==> src/bff_defines.svh <==
// Constants of the breaker failure scheme
`ifndef BFF_DEFINES_SVH
`define BFF_DEFINES_SVH
`define BFF_NUM_INST 2
`define BFF_NUM_POLE 3
`define BFF_AMP_W 16
`define BFF_TIME_W 16
`define BFF_CLK_PERIOD_NS 20
`define BFF_TICK_PERIOD_MS 1
`define BFF_NS_PER_MS 1000000
`define BFF_TICK_CYCLES (`BFF_TICK_PERIOD_MS * `BFF_NS_PER_MS / `BFF_CLK_PERIOD_NS)
`define BFF_TICK_CNT_W 16
`define BFF_TIME_RST 16'h0000
`endif

==> src/bff_pkg.sv <==
// Types of the breaker failure scheme
`include "bff_defines.svh"
package bff_pkg;
   typedef logic [`BFF_AMP_W-1:0] bff_amp_type;
   typedef logic [`BFF_TIME_W-1:0] bff_time_type;
   // Settings of one instance; thresholds in 0.001 pu, delays in ms
   typedef struct packed {
      logic scheme_enable;
      logic single_pole_scheme;
      logic use_current_supervised_initiate;
      logic use_initiate_latch;
      logic early_path_enable;
      logic main_path_enable;
      logic slow_path_enable;
      bff_amp_type phase_supervision_threshold;
      bff_amp_type neutral_supervision_threshold;
      bff_amp_type phase_high_threshold;
      bff_amp_type neutral_high_threshold;
      bff_amp_type phase_low_threshold;
      bff_amp_type neutral_low_threshold;
      bff_time_type early_delay;
      bff_time_type main_delay;
      bff_time_type slow_delay;
      bff_time_type low_set_delay;
      bff_time_type trip_dropout_delay;
   } bff_settings_type;
   typedef struct packed {
      logic three_pole_initiate_input;
      logic [`BFF_NUM_POLE-1:0] pole_initiate_input;
      logic scheme_block_input;
      logic [`BFF_NUM_POLE-1:0] fast_aux_contact_input;
      logic [`BFF_NUM_POLE-1:0] normal_aux_contact_input;
      logic out_of_service_input;
      logic target_reset;
   } bff_operands_type;
   typedef struct packed {
      bff_amp_type [`BFF_NUM_POLE-1:0] phase;
      bff_amp_type neutral;
   } bff_currents_type;
   typedef struct packed {
      logic [`BFF_NUM_POLE-1:0] retrip;
      logic trip;
      logic target;
      logic [`BFF_NUM_POLE-1:0] phase_indicator;
      logic [`BFF_NUM_POLE-1:0] initiated;
      logic [`BFF_NUM_POLE-1:0] early_op;
      logic [`BFF_NUM_POLE-1:0] main_op;
      logic [`BFF_NUM_POLE-1:0] slow_op;
      logic [`BFF_NUM_POLE-1:0] low_set_active;
   } bff_status_type;
endpackage

==> src/bff_scheme.sv <==
// Breaker failure scheme: two instances and their shared millisecond tick
//
// How it works
// Two identical independently set breaker failure instances, numbered one and two.
// Mode picks three-pole or single-pole scheme; same logic for both.
// Stages are initiation, failure determination, then outputs.
// Latched initiate holds only while current supervision is picked up.
// Optional current supervision blocks initiation below phase or neutral pickup.
// Block input inhibits the scheme and resets an incomplete sequence.
// Initiation immediately raises re-trip toward the signalled breaker.
// Three timed paths; any timing out with conditions met declares failure and trip.
// Each path has its own enable.
// Early path needs fast contact closed and fault current after timer 1.
// Main path needs fault current after timer 2, no contact check.
// Timer 1 or 2 timeout enables Hi-set, then Lo-set after a delay.
// Current detectors of early and main paths count only after timeout.
// Slow path gated by contact and service switch, no current check.
// Path delays 0 to 65.535 s in 1 ms steps.
// Current thresholds 0.001 to 30.000 pu in 0.001 pu steps.
// Trip output held for a programmable dropout time after failure.
// Failure raises target and trip, per-phase indicators in single-pole mode only, plus status outputs.
// Supervised initiation only while current exceeds supervision pickup.
// Seal-in only while current exceeds supervision pickup.
// Neutral supervision and thresholds used only in three-pole scheme.
// Single-pole mode replicates per-pole logic with shared detector settings.
// Detector picks up when magnitude is at least its threshold.
// Timers step on a 1 ms tick and clear when their enable drops.
`timescale 1ns/100ps
`include "bff_defines.svh"

module bff_instance (
   // Clock and reset
   input wire logic clk_sys,
   input wire logic resetn,
   input wire logic tick_ms,
   // Settings, operands and measured magnitudes
   input wire bff_pkg::bff_settings_type set,
   input wire bff_pkg::bff_operands_type op,
   input wire bff_pkg::bff_currents_type cur,
   // Outputs
   output bff_pkg::bff_status_type st_q
);
   localparam int NP = `BFF_NUM_POLE;
   typedef bff_pkg::bff_time_type tm_t;

   // In three-pole mode pole 0 carries the whole breaker
   function automatic logic det(input bff_pkg::bff_currents_type c,
      input bff_pkg::bff_amp_type pth, input bff_pkg::bff_amp_type nth,
      input logic sp, input int p);
      if (sp) begin
         return c.phase[p] >= pth;
      end
      return (c.phase[0] >= pth) | (c.phase[1] >= pth) | (c.phase[2] >= pth)
         | (c.neutral >= nth);
   endfunction

   logic [NP-1:0] ini, run, sup_ok, hi_ok, lo_ok, fast_ax, norm_ax;
   logic [NP-1:0] ini_ok, active, done1, done2, done3, lo_sel, cur_ok;
   logic [NP-1:0] early, main_p, slow;
   logic [NP-1:0] seal_q;
   tm_t t1_q [NP];
   tm_t t2_q [NP];
   tm_t t3_q [NP];
   tm_t lo_q [NP];
   tm_t drop_q;
   logic fail;

   always_comb begin
      for (int p = 0; p < NP; p++) begin
         ini[p] = set.single_pole_scheme ? op.pole_initiate_input[p]
            : (p == 0) & op.three_pole_initiate_input;
         run[p] = set.scheme_enable & ~op.scheme_block_input
            & (set.single_pole_scheme | (p == 0));
         fast_ax[p] = op.fast_aux_contact_input[set.single_pole_scheme ? p : 0];
         norm_ax[p] = op.normal_aux_contact_input[set.single_pole_scheme ? p : 0];
         sup_ok[p] = det(cur, set.phase_supervision_threshold,
            set.neutral_supervision_threshold, set.single_pole_scheme, p);
         hi_ok[p] = det(cur, set.phase_high_threshold,
            set.neutral_high_threshold, set.single_pole_scheme, p);
         lo_ok[p] = det(cur, set.phase_low_threshold,
            set.neutral_low_threshold, set.single_pole_scheme, p);
         ini_ok[p] = ini[p] & (~set.use_current_supervised_initiate | sup_ok[p]);
         active[p] = run[p] & (ini_ok[p] | seal_q[p]);
         done1[p] = active[p] & set.early_path_enable & (t1_q[p] >= set.early_delay);
         done2[p] = active[p] & set.main_path_enable & (t2_q[p] >= set.main_delay);
         done3[p] = active[p] & set.slow_path_enable & norm_ax[p]
            & ~op.out_of_service_input & (t3_q[p] >= set.slow_delay);
         lo_sel[p] = (done1[p] | done2[p]) & (lo_q[p] >= set.low_set_delay);
         // Detectors are looked at only once a path has timed out
         cur_ok[p] = lo_sel[p] ? lo_ok[p] : hi_ok[p];
         early[p] = done1[p] & fast_ax[p] & cur_ok[p];
         main_p[p] = done2[p] & cur_ok[p];
         slow[p] = done3[p];
      end
      fail = |(early | main_p | slow);
   end

   // Seal-in falls as soon as supervision current goes away
   always_ff @(posedge clk_sys or negedge resetn) begin
      if (!resetn) begin
         seal_q <= '0;
      end else begin
         for (int p = 0; p < NP; p++) begin
            seal_q[p] <= run[p] & set.use_initiate_latch & (ini_ok[p] | seal_q[p])
               & sup_ok[p];
         end
      end
   end

   // Path timers, ms resolution, saturating at their setting
   always_ff @(posedge clk_sys or negedge resetn) begin
      if (!resetn) begin
         for (int p = 0; p < NP; p++) begin
            t1_q[p] <= `BFF_TIME_RST;
            t2_q[p] <= `BFF_TIME_RST;
            t3_q[p] <= `BFF_TIME_RST;
            lo_q[p] <= `BFF_TIME_RST;
         end
      end else begin
         for (int p = 0; p < NP; p++) begin
            if (!(active[p] & set.early_path_enable)) begin
               t1_q[p] <= `BFF_TIME_RST;
            end else if (tick_ms & !done1[p]) begin
               t1_q[p] <= tm_t'(t1_q[p] + 1'b1);
            end
            if (!(active[p] & set.main_path_enable)) begin
               t2_q[p] <= `BFF_TIME_RST;
            end else if (tick_ms & !done2[p]) begin
               t2_q[p] <= tm_t'(t2_q[p] + 1'b1);
            end
            if (!(active[p] & set.slow_path_enable & norm_ax[p]
                  & ~op.out_of_service_input)) begin
               t3_q[p] <= `BFF_TIME_RST;
            end else if (tick_ms & !done3[p]) begin
               t3_q[p] <= tm_t'(t3_q[p] + 1'b1);
            end
            if (!(done1[p] | done2[p])) begin
               lo_q[p] <= `BFF_TIME_RST;
            end else if (tick_ms & !lo_sel[p]) begin
               lo_q[p] <= tm_t'(lo_q[p] + 1'b1);
            end
         end
      end
   end

   // Trip with dropout hold; the dropout count restarts while failure stands
   always_ff @(posedge clk_sys or negedge resetn) begin
      if (!resetn) begin
         st_q.trip <= 1'b0;
         drop_q <= `BFF_TIME_RST;
      end else if (fail) begin
         st_q.trip <= 1'b1;
         drop_q <= `BFF_TIME_RST;
      end else if (st_q.trip) begin
         if (drop_q >= set.trip_dropout_delay) begin
            st_q.trip <= 1'b0;
         end else if (tick_ms) begin
            drop_q <= tm_t'(drop_q + 1'b1);
         end
      end
   end

   // Indicators stick until reset; a new failure wins over the reset
   always_ff @(posedge clk_sys or negedge resetn) begin
      if (!resetn) begin
         st_q.target <= 1'b0;
         st_q.phase_indicator <= '0;
      end else begin
         st_q.target <= fail | (st_q.target & ~op.target_reset);
         for (int p = 0; p < NP; p++) begin
            st_q.phase_indicator[p] <= (set.single_pole_scheme
               & (early[p] | main_p[p] | slow[p]))
               | (st_q.phase_indicator[p] & ~op.target_reset);
         end
      end
   end

   // Status outputs
   always_ff @(posedge clk_sys or negedge resetn) begin
      if (!resetn) begin
         st_q.retrip <= '0;
         st_q.initiated <= '0;
         st_q.early_op <= '0;
         st_q.main_op <= '0;
         st_q.slow_op <= '0;
         st_q.low_set_active <= '0;
      end else begin
         st_q.retrip <= active;
         st_q.initiated <= active;
         st_q.early_op <= early;
         st_q.main_op <= main_p;
         st_q.slow_op <= slow;
         st_q.low_set_active <= lo_sel;
      end
   end
endmodule

module bff_scheme #(
   parameter int TICK_CYCLES = `BFF_TICK_CYCLES
) (
   // Clock and reset
   input wire logic clk_sys,
   input wire logic resetn,
   // Per-instance settings, operands and currents
   input wire bff_pkg::bff_settings_type [`BFF_NUM_INST-1:0] settings,
   input wire bff_pkg::bff_operands_type [`BFF_NUM_INST-1:0] operands,
   input wire bff_pkg::bff_currents_type [`BFF_NUM_INST-1:0] currents,
   // Per-instance outputs
   output bff_pkg::bff_status_type [`BFF_NUM_INST-1:0] status
);
   logic [`BFF_TICK_CNT_W-1:0] tick_cnt_q;
   logic tick_q;

   // One shared tick keeps both instances on the same time base
   always_ff @(posedge clk_sys or negedge resetn) begin
      if (!resetn) begin
         tick_cnt_q <= '0;
         tick_q <= 1'b0;
      end else if (tick_cnt_q == `BFF_TICK_CNT_W'(TICK_CYCLES - 1)) begin
         tick_cnt_q <= '0;
         tick_q <= 1'b1;
      end else begin
         tick_cnt_q <= `BFF_TICK_CNT_W'(tick_cnt_q + 1'b1);
         tick_q <= 1'b0;
      end
   end

   for (genvar i = 0; i < `BFF_NUM_INST; i++) begin : g_inst
      bff_instance u_inst (
         .clk_sys(clk_sys),
         .resetn(resetn),
         .tick_ms(tick_q),
         .set(settings[i]),
         .op(operands[i]),
         .cur(currents[i]),
         .st_q(status[i])
      );
   end
endmodule

==> config.mk <==
export PLATFORM = sky130hd
export DESIGN_NAME = bff_scheme
export DESIGN_NICKNAME = d
export VERILOG_FILES = /design/src/bff_pkg.sv /design/src/bff_scheme.sv
export VERILOG_INCLUDE_DIRS = /design/src
export SDC_FILE = /design/constraint.sdc
export NUM_CORES = 2
export LEC_CHECK = 0
export BUFFER_PORTS_ARGS = -buffer_cell sky130_fd_sc_hd__buf_2
export CELL_PAD_IN_SITES_DETAIL_PLACEMENT = 2
export CELL_PAD_IN_SITES_GLOBAL_PLACEMENT = 2
export CORE_ASPECT_RATIO = 0.75
export CORE_MARGIN = 8
export CORE_UTILIZATION = 33
export DETAILED_ROUTE_END_ITERATION = 8
export PLACE_DENSITY_LB_ADDON = 0.1
export SYNTH_ARGS = -nofsm -noshare
export SYNTH_HDL_FRONTEND = slang
export SYNTH_HIERARCHICAL = 1
export SYNTH_SLANG_ARGS = --single-unit
==> constraint.sdc <==
create_clock -name clk_sys -period 2.8 [get_ports clk_sys]
set_input_delay 0.42 -clock clk_sys [delete_from_list [all_inputs] [get_ports clk_sys]]
set_output_delay 0.42 -clock clk_sys [all_outputs]
set_load 0.05 [all_outputs]
* After elaboration in Yosys (flattened, before gate mapping)
Index checks and enable logic that the tools add are counted.
** Cells by class
- $add $sub $neg :: 27
- Magnitude comparators :: 54
- Equal/unequal tests :: 27
- Multiplexer cells :: 142
- Bitwise operators :: 210
- Reductions and logical operators :: 32
** Operator list (count)
- 2-to-1 mux 16 bit :: 57
- >= comparator 16 bit :: 50
- adder 16 x 1 -> 16 bit (second input constant) :: 27
- bitwise AND 1 bit :: 142
- less-than comparator 32 x 4 -> 1 bit (second input constant) :: 4
- 2-to-1 mux 1 bit :: 75
- bitwise OR 1 bit :: 56
- inequality test 2 bit (second input constant) :: 24
- logical NOT 1 bit :: 24
- binary-select mux 1 bit (select 2 bit) :: 8
- == test 16 bit (second input constant) :: 1
- bitwise OR 3 bit :: 4
- NOT 1 bit :: 8
- nonzero test 2 bit :: 4
- AND reduction 3 bit :: 2
- OR reduction 3 bit :: 2
- 2-to-1 mux 2 bit :: 2
- inequality test 2 x 1 -> 1 bit (second input constant) :: 2
** Word-level totals
- Flip-flop bits (word level) :: 479
- Bits of input ports :: 522
- Output and inout bits :: 46

* Longest topological paths before layout
- Word-level depth :: 20
- Gate-level depth with buffers :: 15
- Mapped depth without buffers :: 12

* Modules after synthesis
Netlist, hierarchy kept.
** Modules (own cells, without submodules)
- bff_instance at g_inst[1].u_inst :: times used 1, cells an instance 2312, area an instance 20434.6 um^2
- bff_instance at g_inst[0].u_inst :: times used 1, cells an instance 2313, area an instance 20404.6 um^2
- bff_scheme :: times used 1, cells an instance 69, area an instance 775.7 um^2

* Worst setup path before layout
No wires, ideal clock.
- Path kind :: input to register
- From :: in settings[352] (netlist name)
- To :: reg g_inst[1].u_inst/st_q[19] (netlist name)
- Arrival time :: 3029 ps
- Required time :: 2669 ps
- Slack :: -361 ps
- Stages on the path :: 13
- Buffers on the path :: 2
- Cell sequence :: inv_1 ha_1 and3_1 o311a_1 a211oi_2 o21ai_2 or4_4 and2_1 buf_6 o21a_1 and2_4 buf_6 or3_1
** On the way
- Cells in the longest elaborated chain, start to end :: 19
- Elaborated cells between the ends (all ways) :: 70
- Classes of those cells :: order compare (3); mux (10); bitwise (56); reduce/logical (1)
** Ends and longest elaborated chain
- start, declared :: line bff_scheme.sv:205 : input wire bff_pkg::bff_settings_type [`BFF_NUM_INST-1:0] settings,
- >= comparator 16 bit, on equally long branches :: line bff_scheme.sv:51, bff_scheme.sv:53
- bitwise OR 1 bit (2 in a row) :: line bff_scheme.sv:53 : return (c.phase[0] >= pth) | (c.phase[1] >= pth) | (c.phase[2] >= pth)
- bitwise OR 1 bit :: line bff_scheme.sv:54 : | (c.neutral >= nth);
- 2-to-1 mux 1 bit * :: line bff_scheme.sv:53
- bitwise OR 1 bit * :: line bff_scheme.sv:82 : ini_ok[p] = ini[p] & (~set.use_current_supervised_initiate | sup_ok[p]);
- bitwise AND 1 bit * :: line bff_scheme.sv:82
- bitwise OR 1 bit * :: line bff_scheme.sv:83 : active[p] = run[p] & (ini_ok[p] | seal_q[p]);
- bitwise AND 1 bit * :: line bff_scheme.sv:83
- net g_inst[1].u_inst.active[0] :: line bff_scheme.sv:58 : logic [NP-1:0] ini_ok, active, done1, done2, done3, lo_sel, cur_ok;
- [... 2 more ...]
- bitwise OR 1 bit :: line bff_scheme.sv:88 : lo_sel[p] = (done1[p] | done2[p]) & (lo_q[p] >= set.low_set_delay);
- bitwise AND 1 bit :: line bff_scheme.sv:88
- 2-to-1 mux 1 bit :: line bff_scheme.sv:90 : cur_ok[p] = lo_sel[p] ? lo_ok[p] : hi_ok[p];
- bitwise AND 1 bit, on equally long branches :: line bff_scheme.sv:91, bff_scheme.sv:92
- bitwise OR 3 bit :: line bff_scheme.sv:95 : fail = |(early | main_p | slow);
- bitwise OR 3 bit * :: line bff_scheme.sv:95
- OR reduction 3 bit * :: line bff_scheme.sv:95
- 2-to-1 mux 1 bit * :: line bff_scheme.sv:151 : end else if (fail) begin
- end, declared :: line bff_scheme.sv:41 : output bff_pkg::bff_status_type st_q
The timed path passes the listed nets; every way through them passes the cells marked *. The select of a mux whose other input is x is not followed.
A chain may end at the register's enable or synchronous reset.

* Worst setup path in the final report
- From :: reg g_inst[1].u_inst/t1_q[22] (netlist name)
- To :: reg g_inst[1].u_inst/drop_q[1] (netlist name)
** On the way
- Cells in the longest elaborated chain, start to end :: 11
- Elaborated cells between the ends (all ways) :: 16
- Classes of those cells :: order compare (1); eq/ne (1); mux (2); bitwise (8); reduce/logical (4)
** Ends and longest elaborated chain
- start, declared :: line bff_scheme.sv:61 : tm_t t1_q [NP];
- start signal, assigned by index :: line bff_scheme.sv:114 : t1_q[p] <= `BFF_TIME_RST;
- start signal, assigned by index :: line bff_scheme.sv:122 : t1_q[p] <= `BFF_TIME_RST;
- start signal, assigned by index :: line bff_scheme.sv:124 : t1_q[p] <= tm_t'(t1_q[p] + 1'b1);
- >= comparator 16 bit * :: line bff_scheme.sv:84 : done1[p] = active[p] & set.early_path_enable & (t1_q[p] >= set.early_delay);
- bitwise AND 1 bit * :: line bff_scheme.sv:84
- bitwise OR 1 bit :: line bff_scheme.sv:88
- bitwise AND 1 bit :: line bff_scheme.sv:88
- 2-to-1 mux 1 bit :: line bff_scheme.sv:90
- bitwise AND 1 bit, on equally long branches :: line bff_scheme.sv:91, bff_scheme.sv:92
- bitwise OR 3 bit * (2 in a row) :: line bff_scheme.sv:95
- OR reduction 3 bit * :: line bff_scheme.sv:95
- inequality test 2 x 1 -> 1 bit (no line) / nonzero test 2 bit (equally long branches)
- AND reduction 3 bit (no line)
- end signal, assigned :: line bff_scheme.sv:150 : drop_q <= `BFF_TIME_RST;
- end signal, assigned :: line bff_scheme.sv:153 : drop_q <= `BFF_TIME_RST;
- end signal, assigned :: line bff_scheme.sv:158 : drop_q <= tm_t'(drop_q + 1'b1);
- end, declared :: line bff_scheme.sv:65 : tm_t drop_q;
Every way passes the cells marked *; elsewhere a longest branch is shown, timed or not.

==> flow_summary.toml <==
[sta]
rsz0062_at_grt = "yes"
slew-limit-headroom_pct = 46.8
fin_crit_ps = 3080
setup_tns_ps = -9670
slew_viol_final = 0
worst_slack_ps = -283
skew_ps = 35.4
fmax_mhz = 324
tightest_slew_ps = 793
fin_crit_sh_pct = 110
finalHoldViolCount = 0
finalSetupViolCount = 73

[route]
routed-via-count = 41800
vias_per_cell = 5.24
drtIter0Drc = 1434
drc = 0
route.met2.wl_um = 93800
highest_layer = "met5"
drtAntennaViolNets = 0
routedWlPerCell_um = 22.9
routed_wl_um = 182000
wl_met1_um = 77900
drt_pass1_iterations = 5
wl_met3_um = 4240

[power]
leakage_nw = 29.2
power.density_nw_per_um2 = 329
peakVddDrop_v = 0.000460

[synthesis]
synth-main-ff-cell = "dfrtp_1"
yosysTopAreaCellShare_pct = 28.8
yosysWarnings = 6
synth-async-reset-ratio_pct = 100
ys_types = 103
ys_top_cells_by_count = "ha_1, dfrtp_1, inv_1, nor2_1, nand2_1"
syn_nets = 6043
syn_avg_cell_area_um2 = 8.87
syn_inst = 4694
ys_seq_elements = 479
synth_edf_count = 0
syn_area_um2 = 41600
yosysTopAreaCell = "dfrtp_1"
synth.most_common_cell = "ha_1"
synth_area_leaders = "dfrtp_1, ha_1, inv_1"
seq_area_frac_synth_pct = 28.8

[layout]
final_area_um2 = 58500
seqCellArea_um2 = 12000
fin_util_pct = 46.5
nNetsFinal = 7562
fill_cells = 13800
drive_above_1_share_pct = 32.1
multi_input_area_um2 = 29800
syn_to_final_growth_pct = 40.5

[critical_path]
crit_type = "register to register"
cp-start-kind = "register"
worstPathArrival_ps = 3640
ff2ff_setup_slack_ps = -280
worstPathCellList = "ha_1 > o21ai_1 > a211oi_2 > o31a_1 > a311o_1 > nor2_1 > buf_4 > nor3_4 > o2bb2ai_1 > buf_4 > nand4bb_1 > buf_6 > buf_12 > buf_12 > nor4_2"
cp_slowest_cell = "dfrtp_1"
r2r-end = "g_inst[1].u_inst/drop_q[1]"
worstRegToRegCells = 15
worstPathRequired_ps = 3360
worstSetupEndpointType = "register"
r2r_start = "g_inst[1].u_inst/t1_q[22]"
cp_max_fo = 7
cpPeakStageDelay_ps = 400

[hold_path]
hp-class = "input port to register"
hold_start = "operands[18]"
min_path_cells = 3
hold-path-endpoint = "g_inst[1].u_inst/st_q[9]"

[clock_tree]
clk_pin_slew_ps = 70
cts_tree = "built"
cts-root-buf = "clkbuf_16"
cts_buffers = 57
clk_latency_ps = 660
clockBufferDepth = 3
h-tree-depth = 2
numClockSinks = 479

[place]
port_buffers = 567
hpwlAfterDp_um = 145000
pre_cts_ws_ps = -1220
postPlaceCellArea_um2 = 53600
gp_congestion = 0.916

[job]
cap_violations = 0

[die]
boundaryPins = 568
rows = 113
die_h_um = 324
core_um2 = 126000
start_util_pct = 33.1
die_x_um = 426
dieArea_um2 = 138000

[grt]
grt_max_degree = 82
grt_pass1_wl_um = 272000
grt.overflow.total = 0
grt_pass1_vias = 47000
grt_use_total_pct = 24.8
antenna_found_initial = 50

[status]
violations = "setup timing"
status = "complete, but fails checks"
## per-stage QoR
stage | cells | hold WS [ps] | power (mW)
floorplan | 4694 | 124 | 8.52
global placement | 7738 | 432 | 10.4
detailed placement | 7738 | 444 | 10.6
CTS | 7880 | 41.6 | 19.4
global route | 7963 | 88.5 | 20.1
finish | 7968 | 102 | 19.2
## flip-flops by register name (all words and copies together), names as in the netlist
signal and flops:
g_inst.u_inst/lo_q 96, g_inst.u_inst/t1_q 96, g_inst.u_inst/t2_q 96, g_inst.u_inst/t3_q 96, g_inst.u_inst/st_q 40, g_inst.u_inst/drop_q 32, tick_cnt_q 16, g_inst.u_inst/seal_q 6
tick_q 1
## final cells by class
cell class | instances | area share, %
flip-flops and latches | 479 | 20.5
repair buffers | 1535 | 18.2
clock inverters | 32 | 0.818
well taps | 1667 | 3.57
diodes | 40 | 0.171
inverters | 457 | 3.01
multi-input cells | 3683 | 50.9
clock buffers | 75 | 2.78
## critical path, delay by kind of cell (launching register included)
kind | cells | cell delay [ps]
simple gates | 4 | 510
compound gates | 5 | 950
flops | 1 | 400
fa+ha+maj | 1 | 290
buf+inv | 5 | 820
## power by group
part | internal (mW) | switching [mW] | total (mW)
registers | 6.92 | 0.00406 | 6.93
clock network | 5.10 | 3.45 | 8.55
logic | 1.69 | 2.05 | 3.74
## kinds of logic after synthesis
logic type,Yosys count,synth area share (%)
buffers and inverters,532,5.03
adders and majority gates,827,24.9
muxes,35,0.860
AOI/OAI and AO/OA,942,14.8
and+or+nand+nor,1559,18.9
DFF,479,28.8
xor gates and xnor gates,320,6.73
## what timing repair did
action	4_1_cts	5_1_grt
endpoints found under the setup margin	209	253
resized for setup	141	260
pin swaps	97	143
buffers inserted	30	48
cloned	3	1
hold buffers	5	0
hold endpoints to repair	46	0
## metal layers
metal  up-vias  global-route usage [%]
met5         -                       0
met4         2                    7.91
met3       270                    2.23
met2       558                    45.9
met1     21000                    30.3
li1      19900                       -
## worst max-delay path by stage
stage | end | start
after floorplan | g_inst[0].u_inst/t3_q[45] | settings[161]
after global placement | g_inst[1].u_inst/drop_q[2] | settings[343]
after detailed placement | g_inst[1].u_inst/drop_q[13] | settings[343]
after CTS | g_inst[1].u_inst/drop_q[2] | g_inst[1].u_inst/lo_q[18]
after global routing | g_inst[1].u_inst/drop_q[1] | g_inst[1].u_inst/t1_q[6]
final | g_inst[1].u_inst/drop_q[1] | g_inst[1].u_inst/t1_q[22]
## placed cells by master, fill, tap and decap left out, drive strengths merged, types with 109 or more instances in the layout
cell type     n
buf        1530
ha          827
dfrtp       479
nor2        464
inv         457
nand2       319
a21oi       296
o21ai       233
xor2        187
nand3       157
nand4       145
xnor2       133
a21o        109
Power figures use the tool's default switching activity.
